**src/nsspr_cfg.svh**
```systemverilog
// Register offsets, field positions, reset values and counts for the NCO sync and SERDES power bank.
`ifndef NSSPR_CFG_SVH
`define NSSPR_CFG_SVH

// Register offsets on the serial control port register space.
`define NSSPR_OFS_CAL_MODE 12'h1e6
`define NSSPR_OFS_SYNC_CFG 12'h1e7
`define NSSPR_OFS_RECEIVER_MASTER_POWERDOWN 12'h200
`define NSSPR_OFS_LANE_PD 12'h201
`define NSSPR_OFS_SYNCOUT_PD 12'h203
`define NSSPR_OFS_LANE_RECOVERY_RESET 12'h206
`define NSSPR_OFS_CFG_ADDR 12'h210
`define NSSPR_OFS_LANE_STROBE 12'h212
`define NSSPR_OFS_MISC_STROBE 12'h213
`define NSSPR_OFS_CFG_DATA 12'h216

// Field positions.
`define NSSPR_BIT_CAL_TUNE 0
`define NSSPR_BIT_CAL_DC 1
`define NSSPR_BIT_SYNC_START 0
`define NSSPR_BIT_SYNC_ACK 1
`define NSSPR_BIT_SYNC_OUTPUT1_PINS_PD 0
`define NSSPR_BIT_SYNC_OUTPUT0_PINS_PD 1

// Reset values.
`define NSSPR_RST_RECEIVER_MASTER_POWERDOWN 8'h01
`define NSSPR_RST_LANE_PD 8'hee
`define NSSPR_RST_SYNCOUT_PD 8'h01
`define NSSPR_RST_ZERO 8'h00

// Counts.
`define NSSPR_NUM_DAC 2
`define NSSPR_NUM_LANE 8

`endif

```
**src/nsspr_pkg.sv**
```systemverilog
// Types shared by the NCO sync and SERDES power register bank.
`default_nettype none
package nsspr_pkg;

	// Per-converter oscillator synchronisation sequence.
	typedef enum logic [1:0] {
		SYNC_IDLE,
		SYNC_LOAD,
		SYNC_ALIGN,
		SYNC_WAIT
	} nsspr_sync_state_t;

endpackage : nsspr_pkg
`default_nettype wire

```
**src/nsspr_regs.sv**
```systemverilog
// NCO sync, calibration mux, SERDES power-down and configuration bus commit registers.
`include "nsspr_cfg.svh"
`default_nettype none

module nsspr_regs #(
	parameter int DATA_W = 16
) (
	input wire logic clock_i, // Register clock.
	input wire logic rst_n_i, // Synchronous reset, active low.
	input wire logic [11:0] reg_addr_i, // Register address from control port.
	input wire logic reg_wr_i, // Write strobe, one cycle.
	input wire logic [7:0] reg_wdata_i, // Write data.
	input wire logic reg_rd_i, // Read strobe, one cycle.
	output logic [7:0] reg_rdata_o, // Read data, valid with reg_rvalid_o.
	output logic reg_rvalid_o, // Read answer pulse.
	input wire logic [1:0] main_converter_page_select_i, // Page bits held elsewhere.
	input wire logic trigger_is_sysref_i, // 1 selects SYSREF as update trigger.
	input wire logic sysref_i, // SYSREF level.
	input wire logic oscillator_reset_after_rotation_i, // Rotation reset enable level.
	input wire logic [1:0] nco_loaded_i, // Per converter, active oscillators loaded.
	input wire logic [1:0][DATA_W-1:0] datapath_i, // Datapath samples per converter.
	input wire logic [DATA_W-1:0] dc_value_i, // Dc level for the final DDS.
	output logic [1:0][DATA_W-1:0] dds_in_o, // Final DDS input per converter.
	output logic cal_frequency_tune_enable_o, // Calibration tuning, converter 0.
	output logic [1:0] ftw_load_o, // Tuning word load pulse per converter.
	output logic [1:0] phase_sync_o, // Phase sync pulse per converter.
	output logic receiver_master_powerdown_o, // Whole receiver power-down.
	output logic [7:0] lane_powerdown_o, // Per-lane power-down.
	output logic sync_output0_powerdown_o, // Sync output 0 driver power-down.
	output logic sync_output1_powerdown_o, // Sync output 1 driver power-down.
	output logic lane_recovery_reset_release_o, // 1 releases lane PHYs.
	output logic [7:0] serdes_config_addr_o, // Configuration bus address.
	output logic [7:0] serdes_config_data_o, // Configuration bus data.
	output logic [7:0] serdes_lane_commit_o, // Per-lane commit pulse.
	output logic serdes_misc_commit_o // Remaining logic commit pulse.
);

	////////////////////////////////////////////////////////////////////////////////
	// Address decode.

	function automatic logic nsspr_hit(input logic [11:0] addr, input logic [11:0] ofs);
		nsspr_hit = (addr == ofs);
	endfunction

	// Write enables per register.
	wire logic wr_cal = reg_wr_i && nsspr_hit(reg_addr_i, `NSSPR_OFS_CAL_MODE);
	wire logic wr_sync = reg_wr_i && nsspr_hit(reg_addr_i, `NSSPR_OFS_SYNC_CFG);
	wire logic wr_mpd = reg_wr_i && nsspr_hit(reg_addr_i, `NSSPR_OFS_RECEIVER_MASTER_POWERDOWN);
	wire logic wr_lpd = reg_wr_i && nsspr_hit(reg_addr_i, `NSSPR_OFS_LANE_PD);
	wire logic wr_spd = reg_wr_i && nsspr_hit(reg_addr_i, `NSSPR_OFS_SYNCOUT_PD);
	wire logic wr_cdr = reg_wr_i && nsspr_hit(reg_addr_i, `NSSPR_OFS_LANE_RECOVERY_RESET);
	wire logic wr_addr = reg_wr_i && nsspr_hit(reg_addr_i, `NSSPR_OFS_CFG_ADDR);
	wire logic wr_data = reg_wr_i && nsspr_hit(reg_addr_i, `NSSPR_OFS_CFG_DATA);
	wire logic wr_lstb = reg_wr_i && nsspr_hit(reg_addr_i, `NSSPR_OFS_LANE_STROBE);
	wire logic wr_mstb = reg_wr_i && nsspr_hit(reg_addr_i, `NSSPR_OFS_MISC_STROBE);

	// Trigger edges shared by both converters; inputs are already in this clock domain.
	logic sysref_prev;
	logic rot_prev;
	wire logic sysref_rise = sysref_i && !sysref_prev;
	wire logic rot_rise = oscillator_reset_after_rotation_i && !rot_prev;

	always_ff @(posedge clock_i) begin
		if (!rst_n_i) begin
			sysref_prev <= 1'b0;
			rot_prev <= 1'b0;
		end else begin
			sysref_prev <= sysref_i;
			rot_prev <= oscillator_reset_after_rotation_i;
		end
	end

	// Readback copies of the paged fields, gathered from the per-converter slices.
	wire logic [1:0] cal_dc_rb;
	wire logic [1:0] sync_start_rb;
	wire logic [1:0] sync_ack_rb;
	logic cal_tune;

	////////////////////////////////////////////////////////////////////////////////
	// Paged per-converter slice: calibration mux and oscillator sync sequence.

	for (genvar d = 0; d < `NSSPR_NUM_DAC; d++) begin : gen_dac
		logic cal_dc_select;
		logic sync_start;
		logic start_prev;
		logic sync_ack;
		nsspr_pkg::nsspr_sync_state_t state;
		nsspr_pkg::nsspr_sync_state_t next_state;
		logic [DATA_W-1:0] dds_in;
		logic ftw_load;
		logic phase_sync;
		wire logic page_on = main_converter_page_select_i[d];
		wire logic start_rise = sync_start && !start_prev;
		// The bit trigger and SYSREF are exclusive; rotation reset acks the same way.
		// SYSREF and rotation are device-wide events and start every idle converter;
		// only the start bit is paged; a converter busy in a sequence ignores them, as only SYNC_IDLE takes a trigger.
		wire logic trig = (trigger_is_sysref_i ? sysref_rise : start_rise) || rot_rise;

		// Paged control bits; only a page selected at write time takes the value.
		always_ff @(posedge clock_i) begin
			if (!rst_n_i) begin
				cal_dc_select <= 1'b0;
				sync_start <= 1'b0;
				start_prev <= 1'b0;
			end else begin
				if (wr_cal && page_on) begin
					cal_dc_select <= reg_wdata_i[`NSSPR_BIT_CAL_DC];
				end
				if (wr_sync && page_on) begin
					sync_start <= reg_wdata_i[`NSSPR_BIT_SYNC_START];
				end
				start_prev <= sync_start;
			end
		end

		// Final DDS input: datapath when the select is 0, dc when it is 1.
		always_ff @(posedge clock_i) begin
			if (!rst_n_i) begin
				dds_in <= '0;
			end else begin
				dds_in <= cal_dc_select ? dc_value_i : datapath_i[d];
			end
		end

		// Sequence: load tuning words, then align phase, then wait for the loaded report.
		always_comb begin
			next_state = state;
			unique case (state)
				nsspr_pkg::SYNC_IDLE: begin
					if (trig) begin
						next_state = nsspr_pkg::SYNC_LOAD;
					end
				end
				nsspr_pkg::SYNC_LOAD: begin
					next_state = nsspr_pkg::SYNC_ALIGN;
				end
				nsspr_pkg::SYNC_ALIGN: begin
					next_state = nsspr_pkg::SYNC_WAIT;
				end
				nsspr_pkg::SYNC_WAIT: begin
					if (nco_loaded_i[d]) begin
						next_state = nsspr_pkg::SYNC_IDLE;
					end
				end
			endcase
		end

		// Pulses are registered so that the outputs leave flip-flops directly.
		always_ff @(posedge clock_i) begin
			if (!rst_n_i) begin
				state <= nsspr_pkg::SYNC_IDLE;
				ftw_load <= 1'b0;
				phase_sync <= 1'b0;
				sync_ack <= 1'b0;
			end else begin
				state <= next_state;
				ftw_load <= (state == nsspr_pkg::SYNC_IDLE) && trig;
				phase_sync <= (state == nsspr_pkg::SYNC_LOAD);
				if (state == nsspr_pkg::SYNC_WAIT && nco_loaded_i[d]) begin
					sync_ack <= 1'b1;
				end else if (state == nsspr_pkg::SYNC_IDLE && trig) begin
					sync_ack <= 1'b0;
				end
			end
		end

		assign dds_in_o[d] = dds_in;
		assign ftw_load_o[d] = ftw_load;
		assign phase_sync_o[d] = phase_sync;
		assign cal_dc_rb[d] = cal_dc_select;
		assign sync_start_rb[d] = sync_start;
		assign sync_ack_rb[d] = sync_ack;
	end

	// Calibration tuning exists for converter 0 only, so only page 0 stores it.
	always_ff @(posedge clock_i) begin
		if (!rst_n_i) begin
			cal_tune <= 1'b0;
		end else if (wr_cal && main_converter_page_select_i[0]) begin
			cal_tune <= reg_wdata_i[`NSSPR_BIT_CAL_TUNE];
		end
	end
	assign cal_frequency_tune_enable_o = cal_tune;

	////////////////////////////////////////////////////////////////////////////////
	// Receiver power-down, lane reset and sync output driver controls.

	// Reset images of the bit-wide registers; single bits are taken by position so
	// that no reset constant is cut to width by accident.
	localparam logic [7:0] RECEIVER_MASTER_POWERDOWN_RST = `NSSPR_RST_RECEIVER_MASTER_POWERDOWN;
	localparam logic [7:0] SYNCOUT_PD_RST = `NSSPR_RST_SYNCOUT_PD;

	// The receiver starts powered down, so nothing draws current before setup.
	always_ff @(posedge clock_i) begin
		if (!rst_n_i) begin
			receiver_master_powerdown_o <= RECEIVER_MASTER_POWERDOWN_RST[0];
		end else if (wr_mpd) begin
			receiver_master_powerdown_o <= reg_wdata_i[0];
		end
	end

	// Lane overrides: bit n powers down serial lane n.
	always_ff @(posedge clock_i) begin
		if (!rst_n_i) begin
			lane_powerdown_o <= `NSSPR_RST_LANE_PD;
		end else if (wr_lpd) begin
			lane_powerdown_o <= reg_wdata_i;
		end
	end

	// Sync output drivers: output 0 starts enabled, output 1 starts powered down.
	always_ff @(posedge clock_i) begin
		if (!rst_n_i) begin
			sync_output0_powerdown_o <= SYNCOUT_PD_RST[`NSSPR_BIT_SYNC_OUTPUT0_PINS_PD];
			sync_output1_powerdown_o <= SYNCOUT_PD_RST[`NSSPR_BIT_SYNC_OUTPUT1_PINS_PD];
		end else if (wr_spd) begin
			sync_output0_powerdown_o <= reg_wdata_i[`NSSPR_BIT_SYNC_OUTPUT0_PINS_PD];
			sync_output1_powerdown_o <= reg_wdata_i[`NSSPR_BIT_SYNC_OUTPUT1_PINS_PD];
		end
	end

	// Lane PHYs stay in reset until the host writes 1.
	always_ff @(posedge clock_i) begin
		if (!rst_n_i) begin
			lane_recovery_reset_release_o <= 1'b0;
		end else if (wr_cdr) begin
			lane_recovery_reset_release_o <= reg_wdata_i[0];
		end
	end

	////////////////////////////////////////////////////////////////////////////////
	// Indirect configuration bus: address, data and commit strobes.

	logic [7:0] lane_strobe;
	logic misc_strobe;
	logic [7:0] lane_prev;
	logic misc_prev;

	// Commit fires on the 0 to 1 change of a strobe bit, so a host must clear it
	// before the next commit; holding it high does not repeat the write.
	always_ff @(posedge clock_i) begin
		if (!rst_n_i) begin
			serdes_config_addr_o <= `NSSPR_RST_ZERO;
			serdes_config_data_o <= `NSSPR_RST_ZERO;
			lane_strobe <= `NSSPR_RST_ZERO;
			misc_strobe <= 1'b0;
			lane_prev <= `NSSPR_RST_ZERO;
			misc_prev <= 1'b0;
			serdes_lane_commit_o <= `NSSPR_RST_ZERO;
			serdes_misc_commit_o <= 1'b0;
		end else begin
			if (wr_addr) begin
				serdes_config_addr_o <= reg_wdata_i;
			end
			if (wr_data) begin
				serdes_config_data_o <= reg_wdata_i;
			end
			if (wr_lstb) begin
				lane_strobe <= reg_wdata_i;
			end
			if (wr_mstb) begin
				misc_strobe <= reg_wdata_i[0];
			end
			lane_prev <= lane_strobe;
			misc_prev <= misc_strobe;
			serdes_lane_commit_o <= lane_strobe & ~lane_prev;
			serdes_misc_commit_o <= misc_strobe && !misc_prev;
		end
	end

	////////////////////////////////////////////////////////////////////////////////
	// Readback. Paged fields read from the lowest selected page.

	wire logic rd_idx = !main_converter_page_select_i[0];
	logic [7:0] rd_value;

	// Unmapped addresses and reserved bits return zero.
	always_comb begin
		rd_value = 8'h00;
		unique case (reg_addr_i)
			`NSSPR_OFS_CAL_MODE: begin
				rd_value = {6'h00, cal_dc_rb[rd_idx], cal_tune && !rd_idx};
			end
			`NSSPR_OFS_SYNC_CFG: begin
				rd_value = {6'h00, sync_ack_rb[rd_idx], sync_start_rb[rd_idx]};
			end
			`NSSPR_OFS_RECEIVER_MASTER_POWERDOWN: begin
				rd_value = {7'h00, receiver_master_powerdown_o};
			end
			`NSSPR_OFS_LANE_PD: begin
				rd_value = lane_powerdown_o;
			end
			`NSSPR_OFS_SYNCOUT_PD: begin
				rd_value = {6'h00, sync_output0_powerdown_o, sync_output1_powerdown_o};
			end
			`NSSPR_OFS_LANE_RECOVERY_RESET: begin
				rd_value = {7'h00, lane_recovery_reset_release_o};
			end
			`NSSPR_OFS_CFG_ADDR: begin
				rd_value = serdes_config_addr_o;
			end
			`NSSPR_OFS_CFG_DATA: begin
				rd_value = serdes_config_data_o;
			end
			`NSSPR_OFS_LANE_STROBE: begin
				rd_value = lane_strobe;
			end
			`NSSPR_OFS_MISC_STROBE: begin
				rd_value = {7'h00, misc_strobe};
			end
			default: begin
				rd_value = 8'h00;
			end
		endcase
	end

	// Read data is registered one cycle after the strobe.
	always_ff @(posedge clock_i) begin
		if (!rst_n_i) begin
			reg_rdata_o <= 8'h00;
			reg_rvalid_o <= 1'b0;
		end else begin
			reg_rvalid_o <= reg_rd_i;
			reg_rdata_o <= reg_rd_i ? rd_value : 8'h00;
		end
	end

endmodule : nsspr_regs
`default_nettype wire

```
**config.mk**
```make
export PLATFORM = sky130hd
export DESIGN_NAME = nsspr_regs
export DESIGN_NICKNAME = d
export VERILOG_FILES = /design/src/nsspr_pkg.sv /design/src/nsspr_regs.sv
export VERILOG_INCLUDE_DIRS = /design/src
export SDC_FILE = /design/constraint.sdc
export NUM_CORES = 1
export LEC_CHECK = 0
export BUFFER_PORTS_ARGS = -buffer_cell sky130_fd_sc_hd__buf_2
export CORE_MARGIN = 1.5
export CORE_UTILIZATION = 40
export CTS_CLUSTER_SIZE = 30
export DETAILED_ROUTE_END_ITERATION = 12
export MAX_ROUTING_LAYER = met4
export PLACE_DENSITY = 0.73
export SYNTH_ARGS = -nofsm -noshare
export SYNTH_HDL_FRONTEND = slang
export SYNTH_SLANG_ARGS = --single-unit
```
**constraint.sdc**
```tcl
create_clock -name clock_i -period 3.4 [get_ports clock_i]
set_input_delay 0.34 -clock clock_i [delete_from_list [all_inputs] [get_ports clock_i]]
set_output_delay 0.34 -clock clock_i [all_outputs]
set_load 0.02 [all_outputs]
```
==> reports/metrics.yaml <==
whs_endpoint: "rot_prev"
grt_usage_pct: 21.19
synth-edff-count: 0
rr_worst_depth: 4
hold_class: "input port to flop"
synth_cell_type_count: 52
ys.flop_type: "dfxtp_1"
clk_pin_slew_ps: 50
post_cts_resize_count: 0
dr.pass1.iters: 6
max_stage_delay_ps: 730
critical_path_arrival_ps: 2220
syn_area_per_cell_sq_um: 10.26
drive_above_1_share_pct: 35.58
ys_ff_latch: 115
endpoint_kind: "flop"
worstSkewPairLatency_ps: 410
dpl_cell_area_sq_um: 5540
area_delta_synth_final_pct: 32.04
hold_viol: 0
stdcell_count: 767
clock_path_buffers: 2
path_cells: "buf_2 > or4_1 > nor4_4 > a222oi_1 > nor3_1"
dp_slack_ps: 1086
worst_slack_ps: 1481
final_core_util_pct: 53.88
grt_pass1_wl_microns: 19880
ios: 162
path_class: "input port to flop"
ys_async_sr_fraction_pct: 0
hold_depth: 2
rsz0062_at_grt: "no"
finalMaxSlewViolations: 0
antenna_found_initial: 0
synth_area_sq_um: 4639
clockRootBuffer: "clkbuf_16"
syn_nets: 539
seq_area_frac_synth_pct: 49.62
slew_headroom_pct: 38.94
ff2ff_setup_slack_ps: 1880
nets: 698
worst_path_max_delay_cell: "or4_1"
initial_core_util_pct: 40.81
setup_viol: 0
cts_buffers: 17
via_count: 3978
final_area_sq_um: 6126
rr_startpoint: "gen_dac[1].sync_start"
fp.dieW_microns: 110.7
grt_max_degree: 44
regToRegEndpoint: "gen_dac[1].state[0]"
ys_top_cells_by_area: "dfxtp_1 50%, mux2i_1 16%, nor2_1 4.3%"
leakage_uw: 0.002865
diodes: 0
worstPathMaxFanout: 7
routed_wl_microns: 12320
vdd_ir_drop_max_v: 0.0004109
via_per_inst: 5.186
finalClockSkew_ps: 6.711
synth_top_area_share_pct: 49.62
antenna_left: 0
portBuffers: 161
final.setup.tns_ps: 0
cts.sinks: 115
dp_hpwl_microns: 8964
dp.cells: 735
hold_buffers: 0
synthCells: 452
p_per_area_nw_per_um2: 582.2
tritoncts: "yes"
hp-start: "oscillator_reset_after_rotation_i"
fp-row-count: 39
period_needed_ps: 1919
yosys.area.top_type: "dfxtp_1"
post-route-period-util_pct: 56.44
wl_per_cell_microns: 16.07
die_area_sq_um: 12250
die_h_microns: 110.7
cp.required_ps: 3700
drc_errors: 0
yosysWarningCount: 0
h-tree-depth: 4
postCtsSetupBuffers: 0
outcome: "complete, no violations"
drv_cap: 0
grt_pass1_vias: 4054
worst_pin_slew_ps: 915.9
drtIter0Drc: 221
startpoint_type: "input port"
core-area_sq_um: 11370
overflow: 0
fmax_ghz: 0.5211
finalWeightedCongestion: 0.8788
==> worst max-delay path by stage <==
stage | cells after the start | slack (ps) | start | end
global route | 5 | 1400 | reg_addr_i[6] | lane_powerdown_o[1]
finish | 5 | 1480 | reg_addr_i[7] | reg_rdata_o[5]
floorplan | 4 | 1660 | reg_addr_i[7] | reg_rdata_o[0]
global placement | 5 | 1130 | reg_addr_i[7] | reg_rdata_o[5]
detailed placement | 5 | 1090 | reg_addr_i[7] | reg_rdata_o[5]
CTS | 5 | 1520 | reg_addr_i[7] | reg_rdata_o[5]
==> cell usage after synthesis (3+ instances only) <==
master    instances
a22oi_1           3
mux2i_1          75
nor2_1           53
ha_1              8
and2_1            6
a222oi_1          6
nand3_1           7
buf_4             4
or3b_2            4
inv_1            20
nor4_4            5
nor3_1           13
dfxtp_1         115
clkbuf_1         14
buf_2             4
o31ai_1           4
buf_1             3
nand2_1          48
mux2_2            8
nand4_1           3
nand2b_1          5
nor4bb_1          3
==> stage by stage <==
step,total power (uW),hold WS (ps)
6_report,3566,162.1
5_1_grt,3725,150.5
4_1_cts,3602,144.4
3_5_place_dp,1852,373.4
3_3_place_gp,1829,372.5
2_1_floorplan,1724,368.2
==> registers in the layout (all words and copies together) (netlist names), 4 cells and up <==
name / flops
gen_dac.state: 4
serdes_config_addr_o: 8
serdes_lane_commit_o: 8
lane_strobe: 8
gen_dac.dds_in: 32
lane_prev: 8
lane_powerdown_o: 8
reg_rdata_o: 8
serdes_config_data_o: 8
==> kinds of logic after synthesis <==
| group | share of synthesized area, % |
|---|---|
| adder cells (fa/ha/maj) | 2.158 |
| AO/OA/AOI/OAI | 5.340 |
| buffers and inverters | 4.153 |
| flip-flops | 49.62 |
| AND/OR/NAND/NOR | 20.12 |
| multiplexers | 18.61 |
==> layer usage <==
layer  up-vias  track usage, %  share of wire [%]
met4         0           7.094                1.3
li1       1907               -                  -
met1      1874           23.45                 41
met2       179           35.23                 49
met5         -               -                  0
met3        18           7.983                8.1
==> layout make-up <==
class | count | area [sq um]
clock buffers | 20 | 456.7
clock inverters | 12 | 128.9
fillers | 1027 | 5244
inverters | 21 | 78.83
multi-input cells | 291 | 2145
flip-flops and latches | 115 | 2302
well taps | 143 | 178.9
repair buffers | 165 | 835.8
==> power breakdown <==
group	leakage, uW	internal, uW	switching [uW]
Sequential	0.000938	1410	29.7
Combinational	0.00164	153	232
Clock	0.000283	1120	627
==> critical path: cells and delay by family <==
family	cells	cell delay (ps)
compound gates	1	210
buf+inv	1	130
simple gates	3	1540
==> cells in the final DEF, fill, tap and decap left out, types with 3 or more instances in the layout <==
cell type   Yosys  layout
buf_2           4     161
dfxtp_1       115     115
mux2i_1        75      75
nor2_1         53      53
nand2_1        48      48
inv_1          20      20
clkbuf_16       0      17
nor3_1         13      13
mux2_2          8       8
ha_1            8       8
nand3_1         7       7
a222oi_1        6       6
and2_1          6       6
nand2b_1        5       5
nor4_4          5       5
or3b_2          4       4
o31ai_1         4       4
clkinv_2        0       4
buf_4           4       4
nor4bb_1        3       3
a22oi_1         3       3
nand4_1         3       3
clkinvlp_4      0       3
Note: power is estimated with default switching activity, not from simulation.
